$ cat src/rsse_pkg.sv
// constants, opcodes and types shared by the rotate/subtract/sleep block
package rsse_pkg;
  // register byte offsets on the axi4-lite bus
  localparam logic [7:0] OFS_CMD   = 8'h00;
  localparam logic [7:0] OFS_WREG  = 8'h04;
  localparam logic [7:0] OFS_STAT  = 8'h08;
  localparam logic [7:0] OFS_FADDR = 8'h0C;
  localparam logic [7:0] OFS_FDATA = 8'h10;
  localparam logic [7:0] OFS_WAKE  = 8'h14;
  // command register fields
  localparam int CMD_OP_LSB   = 0;
  localparam int CMD_DEST_BIT = 3;
  localparam int CMD_ADDR_LSB = 4;
  localparam int CMD_LIT_LSB  = 16;
  localparam int CMD_BUSY_BIT = 31;
  // status register fields
  localparam int ST_C     = 0;
  localparam int ST_DC    = 1;
  localparam int ST_Z     = 2;
  localparam int ST_DOWN  = 3;
  localparam int ST_TO    = 4;
  localparam int ST_SLEEP = 5;
  // values after reset, and axi response codes
  localparam logic       RST_DOWN  = 1'b1;
  localparam logic       RST_TO    = 1'b1;
  localparam logic [7:0] RST_WREG  = 8'h00;
  localparam logic [1:0] RESP_OKAY = 2'h0;
  localparam logic [1:0] RESP_SLV  = 2'h2;
  // file register space, addresses 0 to 127
  localparam int FILE_DEPTH = 128;
  // opcodes carried in the command register
  typedef enum logic [2:0] {
    OP_NOP  = 3'h0,
    OP_RLC  = 3'h1,
    OP_RRC  = 3'h2,
    OP_SUBL = 3'h3,
    OP_SLP  = 3'h4,
    OP_RET  = 3'h5
  } rsse_op_t;
  // execution sequencer, one-hot
  typedef enum logic [2:0] {
    ST_IDLE  = 3'h1,
    ST_EXEC  = 3'h2,
    ST_EXEC2 = 3'h4
  } rsse_state_t;
endpackage

$ cat src/rsse_alu_if.sv
// operand and result bundle between the sequencer and the arithmetic unit
`timescale 1ns/10ps
interface rsse_alu_if;
  import rsse_pkg::*;
  rsse_op_t   op;        // operation in flight
  logic [7:0] operand;   // addressed file register
  logic [7:0] wIn;       // working register
  logic [7:0] literal;   // 8-bit literal
  logic       carryIn;   // current carry flag
  logic [7:0] result;    // computed value
  logic       carryOut;  // new carry
  logic       dcOut;     // new digit carry
  logic       zOut;      // new zero flag
  logic       arithOp;   // dc and z are updated
  modport seq (output op, operand, wIn, literal, carryIn,
               input result, carryOut, dcOut, zOut, arithOp);
  modport alu (input op, operand, wIn, literal, carryIn,
               output result, carryOut, dcOut, zOut, arithOp);
endinterface

$ cat src/rsse_alu.sv
// combinational rotate-through-carry and subtract-from-literal unit
`timescale 1ns/10ps
module rsse_alu
  import rsse_pkg::*;
(
  // operands in, results out
  rsse_alu_if.alu aluIf
);
  logic [8:0] diff;  // literal minus working register, borrow in bit 8

  // result and flag computation per operation
  always_comb begin
    diff            = {1'b0, aluIf.literal} - {1'b0, aluIf.wIn};
    aluIf.result    = aluIf.operand;
    aluIf.carryOut  = aluIf.carryIn;
    aluIf.dcOut     = 1'b0;
    aluIf.zOut      = 1'b0;
    aluIf.arithOp   = 1'b0;
    unique case (aluIf.op)
      OP_RLC: begin
        // old carry into bit 0, old bit 7 out
        aluIf.result   = {aluIf.operand[6:0], aluIf.carryIn};
        aluIf.carryOut = aluIf.operand[7];
      end
      OP_RRC: begin
        // old carry into bit 7, old bit 0 out
        aluIf.result   = {aluIf.carryIn, aluIf.operand[7:1]};
        aluIf.carryOut = aluIf.operand[0];
      end
      OP_SUBL: begin
        // two's complement k - w
        aluIf.result   = diff[7:0];
        aluIf.carryOut = (aluIf.wIn <= aluIf.literal);
        aluIf.dcOut    = (aluIf.wIn[3:0] <= aluIf.literal[3:0]);
        aluIf.zOut     = (diff[7:0] == 8'h00);
        aluIf.arithOp  = 1'b1;
      end
      default: begin
        // other operations pass the operand untouched
        aluIf.result = aluIf.operand;
      end
    endcase
  end
endmodule

$ cat src/rsse_core.sv
// execution core for rotate, subtract-from-literal and sleep, axi4-lite regs
//
// Added by the designer: the register addresses and the AXI4-Lite slave port.
`timescale 1ns/10ps
// Operation
// - rotate left through carry, file 0..127
// - dest bit: 0 to working, 1 to file
// - rotate right through carry, same destination
// - sleep clears the power-down flag
// - sleep sets the time-out flag
// - sleep clears watchdog counter and prescaler
// - sleep enters low power, stops oscillator
// - subtract: literal minus working register
// - subtract to working; carry, digit carry rules
// - one cycle per instruction, returns take two
module rsse_core
  import rsse_pkg::*;
(
  // clock and reset
  input  wire logic        sys_clk,
  input  wire logic        reset,
  // axi4-lite write address and data
  input  wire logic [7:0]  s_axi_awaddr,
  input  wire logic        s_axi_awvalid,
  output logic             s_axi_awready,
  input  wire logic [31:0] s_axi_wdata,
  input  wire logic [3:0]  s_axi_wstrb,
  input  wire logic        s_axi_wvalid,
  output logic             s_axi_wready,
  // axi4-lite write response
  output logic [1:0]       s_axi_bresp,
  output logic             s_axi_bvalid,
  input  wire logic        s_axi_bready,
  // axi4-lite read
  input  wire logic [7:0]  s_axi_araddr,
  input  wire logic        s_axi_arvalid,
  output logic             s_axi_arready,
  output logic [31:0]      s_axi_rdata,
  output logic [1:0]       s_axi_rresp,
  output logic             s_axi_rvalid,
  input  wire logic        s_axi_rready,
  // watchdog and oscillator links
  output logic             watchdogClear,
  output logic             prescalerClear,
  output logic             oscStopReq,
  output logic             sleepState
);
  // register decode, used for both read and write paths
  function automatic logic [2:0] regIndex(input logic [7:0] a);
    unique case (a)
      OFS_CMD:   regIndex = 3'h0;
      OFS_WREG:  regIndex = 3'h1;
      OFS_STAT:  regIndex = 3'h2;
      OFS_FADDR: regIndex = 3'h3;
      OFS_FDATA: regIndex = 3'h4;
      OFS_WAKE:  regIndex = 3'h5;
      default:   regIndex = 3'h7;
    endcase
  endfunction

  // byte-lane merge for partial writes
  function automatic logic [31:0] laneMerge(input logic [31:0] o,
                                            input logic [31:0] n,
                                            input logic [3:0]  s);
    for (int i = 0; i < 4; i++) begin
      laneMerge[i*8 +: 8] = s[i] ? n[i*8 +: 8] : o[i*8 +: 8];
    end
  endfunction

  rsse_alu_if aluIf ();            // link to the arithmetic unit
  rsse_alu    uAlu (.aluIf(aluIf));

  logic [7:0]  fileMem [FILE_DEPTH]; // file registers, no reset
  rsse_state_t state_q, state_d;     // execution sequencer
  rsse_op_t    cmdOp_q, cmdOp_d;     // latched opcode
  logic        cmdDest_q, cmdDest_d; // destination select
  logic [6:0]  cmdAddr_q, cmdAddr_d; // file address
  logic [7:0]  cmdLit_q, cmdLit_d;   // literal
  logic [7:0]  wReg_q, wReg_d;       // working register
  logic        cFlag_q, cFlag_d;     // carry
  logic        dcFlag_q, dcFlag_d;   // digit carry
  logic        zFlag_q, zFlag_d;     // zero
  logic        downFlag_q, downFlag_d; // power-down, low after sleep
  logic        toFlag_q, toFlag_d;   // time-out
  logic        sleep_q, sleep_d;     // low-power state
  logic        wdClr_q, wdClr_d;     // watchdog clear pulse
  logic [6:0]  fAddr_q, fAddr_d;     // software file pointer
  logic        fileWe;               // file write strobe
  logic [6:0]  fileWa;               // file write address
  logic [7:0]  fileWd;               // file write data
  // bus state
  logic        awReady_q, awReady_d, wReady_q, wReady_d;
  logic        awHeld_q, awHeld_d, wHeld_q, wHeld_d;
  logic [7:0]  awAddr_q, awAddr_d;
  logic [31:0] wData_q, wData_d;
  logic [3:0]  wStrb_q, wStrb_d;
  logic        bValid_q, bValid_d, rValid_q, rValid_d, arReady_q, arReady_d;
  logic [1:0]  bResp_q, bResp_d, rResp_q, rResp_d;
  logic [31:0] rData_q, rData_d;
  logic        awTake, wTake, doWrite, arTake;
  logic [2:0]  wIdx;
  logic [7:0]  wAddrNow;
  logic [31:0] wDataNow, wMerged, rWord;
  logic [3:0]  wStrbNow;

  // operand feed into the arithmetic unit
  always_comb begin
    aluIf.op      = cmdOp_q;
    aluIf.operand = fileMem[cmdAddr_q];
    aluIf.wIn     = wReg_q;
    aluIf.literal = cmdLit_q;
    aluIf.carryIn = cFlag_q;
  end

  // read data mux
  always_comb begin
    rWord = 32'h0000_0000;
    unique case (regIndex(s_axi_araddr))
      3'h0: begin
        rWord[CMD_OP_LSB +: 3]   = cmdOp_q;
        rWord[CMD_DEST_BIT]      = cmdDest_q;
        rWord[CMD_ADDR_LSB +: 7] = cmdAddr_q;
        rWord[CMD_LIT_LSB +: 8]  = cmdLit_q;
        rWord[CMD_BUSY_BIT]      = (state_q != ST_IDLE);
      end
      3'h1: rWord[7:0] = wReg_q;
      3'h2: begin
        rWord[ST_C]     = cFlag_q;
        rWord[ST_DC]    = dcFlag_q;
        rWord[ST_Z]     = zFlag_q;
        rWord[ST_DOWN]  = downFlag_q;
        rWord[ST_TO]    = toFlag_q;
        rWord[ST_SLEEP] = sleep_q;
      end
      3'h3: rWord[6:0] = fAddr_q;
      3'h4: rWord[7:0] = fileMem[fAddr_q];
      default: rWord = 32'h0000_0000;
    endcase
  end

  // bus handshakes: address and data taken in either order
  always_comb begin
    awTake   = s_axi_awvalid && awReady_q;
    wTake    = s_axi_wvalid && wReady_q;
    arTake   = s_axi_arvalid && arReady_q;
    wAddrNow = awTake ? s_axi_awaddr : awAddr_q;
    wDataNow = wTake ? s_axi_wdata : wData_q;
    wStrbNow = wTake ? s_axi_wstrb : wStrb_q;
    wIdx     = regIndex(wAddrNow);
    wMerged  = laneMerge(32'h0000_0000, wDataNow, wStrbNow);
    doWrite  = (awHeld_q || awTake) && (wHeld_q || wTake) && !bValid_q;
    awAddr_d = awTake ? s_axi_awaddr : awAddr_q;
    wData_d  = wTake ? s_axi_wdata : wData_q;
    wStrb_d  = wTake ? s_axi_wstrb : wStrb_q;
    awHeld_d = (awHeld_q || awTake) && !doWrite;
    wHeld_d  = (wHeld_q || wTake) && !doWrite;
    bValid_d = doWrite || (bValid_q && !s_axi_bready);
    bResp_d  = bResp_q;
    if (doWrite) begin
      // unmapped offsets answer with a slave error
      bResp_d = (wIdx == 3'h7) ? RESP_SLV : RESP_OKAY;
    end
    awReady_d = !awHeld_d && !bValid_d;
    wReady_d  = !wHeld_d && !bValid_d;
    rValid_d  = arTake || (rValid_q && !s_axi_rready);
    rData_d   = arTake ? rWord : rData_q;
    rResp_d   = rResp_q;
    if (arTake) begin
      rResp_d = (regIndex(s_axi_araddr) == 3'h7) ? RESP_SLV : RESP_OKAY;
    end
    arReady_d = !rValid_d;
  end

  // bus registers
  always_ff @(posedge sys_clk or posedge reset) begin
    if (reset) begin
      awReady_q <= 1'b0;
      wReady_q  <= 1'b0;
      awHeld_q  <= 1'b0;
      wHeld_q   <= 1'b0;
      awAddr_q  <= 8'h00;
      wData_q   <= 32'h0000_0000;
      wStrb_q   <= 4'h0;
      bValid_q  <= 1'b0;
      bResp_q   <= RESP_OKAY;
      arReady_q <= 1'b0;
      rValid_q  <= 1'b0;
      rData_q   <= 32'h0000_0000;
      rResp_q   <= RESP_OKAY;
    end else begin
      awReady_q <= awReady_d;
      wReady_q  <= wReady_d;
      awHeld_q  <= awHeld_d;
      wHeld_q   <= wHeld_d;
      awAddr_q  <= awAddr_d;
      wData_q   <= wData_d;
      wStrb_q   <= wStrb_d;
      bValid_q  <= bValid_d;
      bResp_q   <= bResp_d;
      arReady_q <= arReady_d;
      rValid_q  <= rValid_d;
      rData_q   <= rData_d;
      rResp_q   <= rResp_d;
    end
  end

  // sequencer and architectural state; execution outranks software writes
  always_comb begin
    state_d   = state_q;
    cmdOp_d   = cmdOp_q;
    cmdDest_d = cmdDest_q;
    cmdAddr_d = cmdAddr_q;
    cmdLit_d  = cmdLit_q;
    wReg_d    = wReg_q;
    cFlag_d   = cFlag_q;
    dcFlag_d  = dcFlag_q;
    zFlag_d   = zFlag_q;
    downFlag_d = downFlag_q;
    toFlag_d  = toFlag_q;
    sleep_d   = sleep_q;
    wdClr_d   = 1'b0;
    fAddr_d   = fAddr_q;
    fileWe    = 1'b0;
    fileWa    = fAddr_q;
    fileWd    = wMerged[7:0];
    // software side of the register file
    if (doWrite) begin
      unique case (wIdx)
        3'h0: begin
          // commands are dropped while busy or asleep
          if (state_q == ST_IDLE && !sleep_q && wStrbNow[0]) begin
            cmdOp_d   = rsse_op_t'(wMerged[CMD_OP_LSB +: 3]);
            cmdDest_d = wMerged[CMD_DEST_BIT];
            cmdAddr_d = wMerged[CMD_ADDR_LSB +: 7];
            cmdLit_d  = wMerged[CMD_LIT_LSB +: 8];
            state_d   = ST_EXEC;
          end
        end
        3'h1: if (wStrbNow[0]) wReg_d = wMerged[7:0];
        3'h2: if (wStrbNow[0]) begin
          // power-down and time-out are read-only to software
          cFlag_d  = wMerged[ST_C];
          dcFlag_d = wMerged[ST_DC];
          zFlag_d  = wMerged[ST_Z];
        end
        3'h3: if (wStrbNow[0]) fAddr_d = wMerged[6:0];
        3'h4: fileWe = wStrbNow[0];
        3'h5: sleep_d = 1'b0;   // wake: resume and restart oscillator
        default: fileWe = 1'b0;
      endcase
    end
    // one instruction cycle per command, two for return
    unique case (state_q)
      ST_IDLE: begin
      end
      ST_EXEC: begin
        state_d = (cmdOp_q == OP_RET) ? ST_EXEC2 : ST_IDLE;
        unique case (cmdOp_q)
          OP_RLC, OP_RRC: begin
            // z and dc untouched by rotates
            cFlag_d = aluIf.carryOut;
            if (cmdDest_q) begin
              fileWe = 1'b1;
              fileWa = cmdAddr_q;
              fileWd = aluIf.result;
            end else begin
              wReg_d = aluIf.result;
            end
          end
          OP_SUBL: begin
            wReg_d   = aluIf.result;
            cFlag_d  = aluIf.carryOut;
            dcFlag_d = aluIf.dcOut;
            zFlag_d  = aluIf.zOut;
          end
          OP_SLP: begin
            downFlag_d = 1'b0;
            toFlag_d = 1'b1;
            wdClr_d  = 1'b1;
            sleep_d  = 1'b1;
          end
          default: begin
            // nop, return and spare codes change no state
            wdClr_d = 1'b0;
          end
        endcase
      end
      ST_EXEC2: state_d = ST_IDLE;
      default: state_d = ST_IDLE;
    endcase
  end

  // architectural registers
  always_ff @(posedge sys_clk or posedge reset) begin
    if (reset) begin
      state_q   <= ST_IDLE;
      cmdOp_q   <= OP_NOP;
      cmdDest_q <= 1'b0;
      cmdAddr_q <= 7'h00;
      cmdLit_q  <= 8'h00;
      wReg_q    <= RST_WREG;
      cFlag_q   <= 1'b0;
      dcFlag_q  <= 1'b0;
      zFlag_q   <= 1'b0;
      downFlag_q <= RST_DOWN;
      toFlag_q  <= RST_TO;
      sleep_q   <= 1'b0;
      wdClr_q   <= 1'b0;
      fAddr_q   <= 7'h00;
    end else begin
      state_q   <= state_d;
      cmdOp_q   <= cmdOp_d;
      cmdDest_q <= cmdDest_d;
      cmdAddr_q <= cmdAddr_d;
      cmdLit_q  <= cmdLit_d;
      wReg_q    <= wReg_d;
      cFlag_q   <= cFlag_d;
      dcFlag_q  <= dcFlag_d;
      zFlag_q   <= zFlag_d;
      downFlag_q <= downFlag_d;
      toFlag_q  <= toFlag_d;
      sleep_q   <= sleep_d;
      wdClr_q   <= wdClr_d;
      fAddr_q   <= fAddr_d;
    end
  end

  // file registers; no reset so it maps to plain storage
  always_ff @(posedge sys_clk) begin
    if (fileWe) fileMem[fileWa] <= fileWd;
  end

  // outputs straight from flip-flops
  assign s_axi_awready  = awReady_q;
  assign s_axi_wready   = wReady_q;
  assign s_axi_bvalid   = bValid_q;
  assign s_axi_bresp    = bResp_q;
  assign s_axi_arready  = arReady_q;
  assign s_axi_rvalid   = rValid_q;
  assign s_axi_rdata    = rData_q;
  assign s_axi_rresp    = rResp_q;
  assign watchdogClear  = wdClr_q;
  assign prescalerClear = wdClr_q;
  assign oscStopReq     = sleep_q;
  assign sleepState     = sleep_q;

  logic execRot, execSub, execSlp;
  assign execRot = (state_q == ST_EXEC) &&
                   (cmdOp_q == OP_RLC || cmdOp_q == OP_RRC);
  assign execSub = (state_q == ST_EXEC) && (cmdOp_q == OP_SUBL);
  assign execSlp = (state_q == ST_EXEC) && (cmdOp_q == OP_SLP);
endmodule

$ cat config.mk
export PLATFORM = sky130hd
export DESIGN_NAME = rsse_core
export DESIGN_NICKNAME = d
export VERILOG_FILES = /design/src/rsse_pkg.sv /design/src/rsse_alu_if.sv /design/src/rsse_alu.sv /design/src/rsse_core.sv
export SDC_FILE = /design/constraint.sdc
export NUM_CORES = 2
export LEC_CHECK = 0
export CORE_AREA = 2 2 427 429
export CTS_CLUSTER_SIZE = 12
export DETAILED_ROUTE_END_ITERATION = 8
export DIE_AREA = 0 0 429 431
export DONT_BUFFER_PORTS = 1
export SETUP_SLACK_MARGIN = 0.1
export SLEW_MARGIN = 20
export SYNTH_ARGS = -nofsm -noshare
export SYNTH_HDL_FRONTEND = slang
export SYNTH_HIERARCHICAL = 1
export SYNTH_SLANG_ARGS = --single-unit
$ cat constraint.sdc
create_clock -name sys_clk -period 9.55 [get_ports sys_clk]
set_input_delay 0.4775 -clock sys_clk [delete_from_list [all_inputs] [get_ports sys_clk]]
set_output_delay 0.4775 -clock sys_clk [all_outputs]
set_load 0.01 [all_outputs]
# After elaboration in Yosys (flattened, before gate mapping)
# Memory sizes are Yosys's and may differ from the RTL's.
# Index checks and enable logic that the tools add are counted.
# word_totals
reg_bits,109
ram_bits,1024
out_inout_bits,45
memories,1
# mem_list
memory,words,width,rd,rd_clocked_by_memory_dff,write_ports,line,text
fileMem,128,8,2,0,1,rsse_core.sv:73,logic [7:0] fileMem [FILE_DEPTH];
# op_classes
addsub,1
magnitude_cmp,2
n_eq_ne,33
muxes,64
n_reduce_logical,37
# ops
cell,count
2-to-1 mux 8 bit,12
case mux 3 bit (6 select lines),2
== test 8 x 4 -> 1 bit (second input constant),4
== test 8 x 5 -> 1 bit (second input constant),4
case mux 6 bit (5 select lines),1
2-to-1 mux 1 bit,29
zero test 8 bit,3
2-to-1 mux 24 bit,1
2-to-1 mux 3 bit,8
case mux 8 bit (3 select lines),1
== test 3 x 2 -> 1 bit (second input constant),7
== test 3 bit (second input constant),7
2-to-1 mux 7 bit,3
== test 8 x 3 -> 1 bit (second input constant),2
case mux 8 bit (2 select lines),1
logical AND 1 bit,13
== test 3 x 1 -> 1 bit (second input constant),4
zero test 1 bit,9
AND reduction 3 bit,3
less-or-equal comparator 8 bit,1
subtractor 8 bit,1
zero test 3 bit,2
case mux 1 bit (3 select lines),2
case mux 3 bit (2 select lines),1
11 further kinds,16

# Depth between registers and ports, before layout
# logic_depth
depth_word,12
depth_mapped,16
ltp_nobuf,12

# Hierarchy
# The synthesis kept the hierarchy.
# by_module_without_submodules
module,instances,cells_each,area_each_um2,seq_area_each_um2
rsse_core,1,2810,52928.3,33304.4
rsse_alu,1,135,887.1,0.0

# Worst setup path after synthesis
# OpenSTA, ideal clock, no wires.
# synth_path
path_kind,input to register
start,input port s_axi_wvalid
end,"memory fileMem[0][6], data pin"
setup_ps,1228
t_arrival_ps,6527
required_time_ps,8322
slack_ps,1795
stages,4
n_path_buf,1
cell_sequence,nand2_1 > buf_1 > mux2i_1 > o31ai_1
# synth_between
elab_chain_len,6
# synth_rtl
item,line,text
from (decl),rsse_core.sv:28,"input wire logic s_axi_wvalid,"
logical AND 1 bit (*),rsse_core.sv:144,wTake = s_axi_wvalid && wReady_q;
2-to-1 mux 24 bit or 2-to-1 mux 3 bit (tied branches),-,
2-to-1 mux 8 bit (*),rsse_core.sv:66,laneMerge[i*8 +: 8] = s[i] ? n[i*8 +: 8] : o[i*8 +: 8];
2-to-1 mux 8 bit,rsse_core.sv:262,if (cmdDest_q) begin
2-to-1 mux 8 bit,rsse_core.sv:258,unique case (cmdOp_q)
2-to-1 mux 8 bit (*),rsse_core.sv:253,unique case (state_q)
named net fileWd[6],rsse_core.sv:90,logic [7:0] fileWd;
to (decl),rsse_core.sv:73,
# The timed path passes the listed nets; every way through them passes the cells marked *.

# Final worst setup path
# layout_path
start,register cmdAddr_q[0]
end,"memory fileMem[113][7], data pin"
# layout_between
elab_chain_len,5
# layout_rtl
item,line,text
from (decl),rsse_core.sv:77,"logic [6:0] cmdAddr_q, cmdAddr_d;"
from (signal assigned),rsse_core.sv:314,cmdAddr_q <= cmdAddr_d;
memory (128 x 8 bit),-,
named net aluIf.operand[6],rsse_alu_if.sv:6,logic [7:0] operand;
case mux 8 bit (3 select lines),rsse_alu.sv:19,unique case (aluIf.op)
named net aluIf.result[7],rsse_alu_if.sv:10,logic [7:0] result;
2-to-1 mux 8 bit,rsse_core.sv:262,
2-to-1 mux 8 bit,rsse_core.sv:258,
2-to-1 mux 8 bit,rsse_core.sv:253,
named net fileWd[7],rsse_core.sv:90,
# The timed path passes the listed nets, and every way through them passes these cells.

==> metrics.yaml <==
run_status: "finished clean"
fp.dieH_um: 431
cts_tree: "built"
portBuffers: 0
p_leak_nw: 19.0
synth_top_flop_cell: "edfxtp_1"
reg2reg_depth: 15
rsz0062_at_grt: "no"
hold_end: "s_axi_rvalid"
fin_crit_sh: 0.661
grt_pass1_vias: 31400
p_sw_mw: 4.40
power_frac_comb: 0.249
final_antenna_net_count: 0
power_density_nw_per_um2: 232
ios: 104
arrival_ns: 6.73
final_max_slew_viol_count: 0
drtPass1Iterations: 6
drc_errors: 0
hold_path.class: "in2reg"
synthCells: 2945
peakVddDrop_mv: 0.171
hold_violations: 0
htree_levels: 3
end_kind: "flop"
place_congestion: 0.902
swShare: 0.309
min_path_cells: 1
grt-ovfl-total: 0
async_flop_share: 0.0906
synth_warnings: 6
slew_headroom: 0.251
antenna_found_initial: 6
grt_first_pass_wirelength_um: 239000
cp_max_fo: 80
grt_use_total: 0.180
numClockSinks: 1126
wl_per_cell_um: 30.7
finalSetupViolations: 0
layout-drive-gt1-share: 0.335
yosysSeqAreaShare: 0.619
syn-mean-instance-area_sq_um: 18.3
synth-seq-cells: 1126
root_buffer: "clkbuf_16"
post-cts-setup-buffers: 0
synth_cell_types: 75
max_freq_ghz: 0.158
seqPwrFrac: 0.447
cts_buffer_depth: 3
clkPwrFrac: 0.305
wl_um: 169000
design.core.area_sq_um: 180000
worstHoldStart: "s_axi_rready"
fin_nets: 3109
synth_edf_count: 1024
cp.required_ns: 9.96
rrSetupSlack_ns: 3.23
die_w_um: 429
layout_min_cycle_time_ns: 6.32
fp-row-count: 156
initial_core_util: 0.299
numCtsBuffers: 116
synth_top_cell_area_share: 0.571
critPathLaunchType: "flop"
die_area_sq_um: 185000
reg2reg_from: "cmdAddr_q[0]"
viasPerCell: 5.75
r2r_end: "fileMem[113][7]"
grt_max_degree: 105
ys_top_cells_by_area: "edfxtp_1 57%, mux4_2 24%, dfrtp_1 4.6%"
fin_skew_ns: 0.0419
clkLatencyLatePin_ns: 0.76
drt_iter0_drc: 4185
worstMarginPinSlew_ns: 1.12
synth.largest_area_cell: "edfxtp_1"
power_mw: 14.2
cap_violations: 0
syn2layout_area_growth_pct: 14.1
syn-cell-area_sq_um: 53800
tns_ns: 0
intPower_mw: 9.82
clkTransAtPathRegs_ns: 0.06
dr_total_vias: 31600
crit_type: "reg2reg"
dp_hpwl_um: 109000
[worst max-delay path by stage]
stage / startpoint / end / slack, ns / depth (start not counted)
global placement: cmdAddr_q[0] / fileMem[41][7] / 3.31 / 15
global route: cmdAddr_q[0] / fileMem[123][7] / 2.89 / 15
floorplan: s_axi_wvalid / fileMem[0][6] / 1.79 / 4
detailed placement: cmdAddr_q[0] / fileMem[112][7] / 3.30 / 15
CTS: cmdAddr_q[0] / fileMem[41][7] / 3.23 / 15
finish: cmdAddr_q[0] / fileMem[113][7] / 3.23 / 15
[worst max-delay path, stage by stage (launching register included)]
cell	delay, ns
dfrtp_4	1.03
buf_4	0.76
mux4_2	0.39
mux4_2	0.27
mux2i_1	0.12
a22oi_1	0.48
o21a_1	0.29
nand2b_1	0.08
a2bb2oi_1	0.23
nor2_1	0.09
a221o_1	0.37
a21oi_1	0.16
nand2_1	0.11
o21ai_4	0.13
buf_4	0.49
buf_4	0.72
[synth_stat cells (all sizes together), types with 10 or more instances]
cell type	n
o21ai	56
a22oi	57
buf	136
o221ai	12
a21oi	72
nor3	139
nand2	97
o211ai	19
edfxtp	1024
or2	11
mux2i	117
mux4	566
a211oi	11
clkbuf	124
a31oi	15
a22o	16
nor2	75
nor4	17
o21a	10
dfrtp	100
mux2	54
o22ai	14
nor2b	18
inv	42
nand3	16
o31ai	11
ha	12
[stage by stage]
stage	hold WS [ns]	cells	setup WS, ns	cell area, sq um	utilization
finish	0.0350	5495	3.23	61400	0.341
floorplan	0.463	2958	1.79	53900	-
global placement	0.411	5257	3.31	57500	0.319
CTS	0.00154	5494	3.23	61400	0.341
global route	0.0439	5494	2.89	61400	0.341
detailed placement	0.414	5257	3.30	57500	0.319
[cells by family after synthesis]
| logic type | count (synthesis) | share of synthesized area |
|---|---|---|
| AO/OA/AOI/OAI | 330 | 0.0414 |
| XOR/XNOR | 5 | 0.000814 |
| adder cells (fa/ha/maj) | 13 | 0.00316 |
| buffers and inverters | 305 | 0.0256 |
| flip-flops | 1126 | 0.619 |
| multiplexers | 737 | 0.270 |
| other | 1 | 0.0000697 |
| AND/OR/NAND/NOR | 428 | 0.0402 |
[layer usage]
metal | vias to the layer above | wire [um] | global-route usage
li1 | 12600 | - | -
met4 | 8 | 7330 | 0.0755
met1 | 17000 | 66000 | 0.239
met2 | 1680 | 80900 | 0.291
met5 | - | 69 | 0
met3 | 310 | 14600 | 0.0317
[layout make-up]
| cell class | instances | area (sq um) |
|---|---|---|
| Multi-Input combinational cell | 1527 | 19600 |
| Inverter | 45 | 171 |
| Clock inverter | 33 | 270 |
| Antenna cell | 1 | 2.50 |
| Fill cell | 16900 | 119000 |
| Tap cell | 2370 | 2970 |
| Clock buffer | 172 | 3280 |
| Sequential cell | 1126 | 33300 |
| Timing Repair Buffer | 221 | 1760 |
[power groups by stage]
stage | logic (mW) | clock network [mW] | registers [mW]
after CTS | 3.52 | 4.40 | 6.35
after global placement | 3.45 | 0 | 6.45
after global routing | 3.71 | 4.57 | 6.36
after detailed placement | 3.50 | 0 | 6.45
after floorplan | 2.17 | 0 | 6.56
final | 3.53 | 4.33 | 6.35
[registers in the layout (all words and copies together) (netlist names), 3 cells and up]
register	flops
fileMem	1024
s_axi_rdata	20
wData_q	19
aluIf.literal	8
aluIf.wIn	8
awAddr_q	8
cmdAddr_q	7
fAddr_q	7
aluIf.op	3
state_q	3
wStrb_q	3
[timing repair]
item | in CTS | in global routing
setup endpoints to repair | 0 | 0
resized for setup | 0 | 0
endpoints found under the hold margin | 66 | 0
hold buffers | 32 | 0
[placed cells by master (no fill, tap or decap), types with 9 or more instances in the layout]
| cell | count |
|---|---|
| dfrtp_1 | 92 |
| o21a_1 | 10 |
| nor3_1 | 107 |
| ha_1 | 12 |
| a22o_1 | 16 |
| a21oi_1 | 68 |
| o221ai_1 | 12 |
| buf_4 | 187 |
| nand2b_1 | 9 |
| a31oi_1 | 12 |
| dlygate4sd3_1 | 32 |
| edfxtp_1 | 1024 |
| o21ai_0 | 36 |
| o22ai_1 | 14 |
| a22oi_1 | 57 |
| mux2_2 | 54 |
| nand2_1 | 96 |
| nor2b_1 | 16 |
| clkinv_1 | 17 |
| mux2i_1 | 116 |
| mux4_2 | 566 |
| nand3_1 | 16 |
| o21ai_1 | 15 |
| o211ai_1 | 19 |
| inv_1 | 37 |
| nor3_2 | 24 |
| clkbuf_16 | 120 |
| nor2_1 | 72 |
| a211oi_1 | 9 |
| conb_1 | 14 |
| clkbuf_1 | 44 |
(Power assumes the default switching activity.)
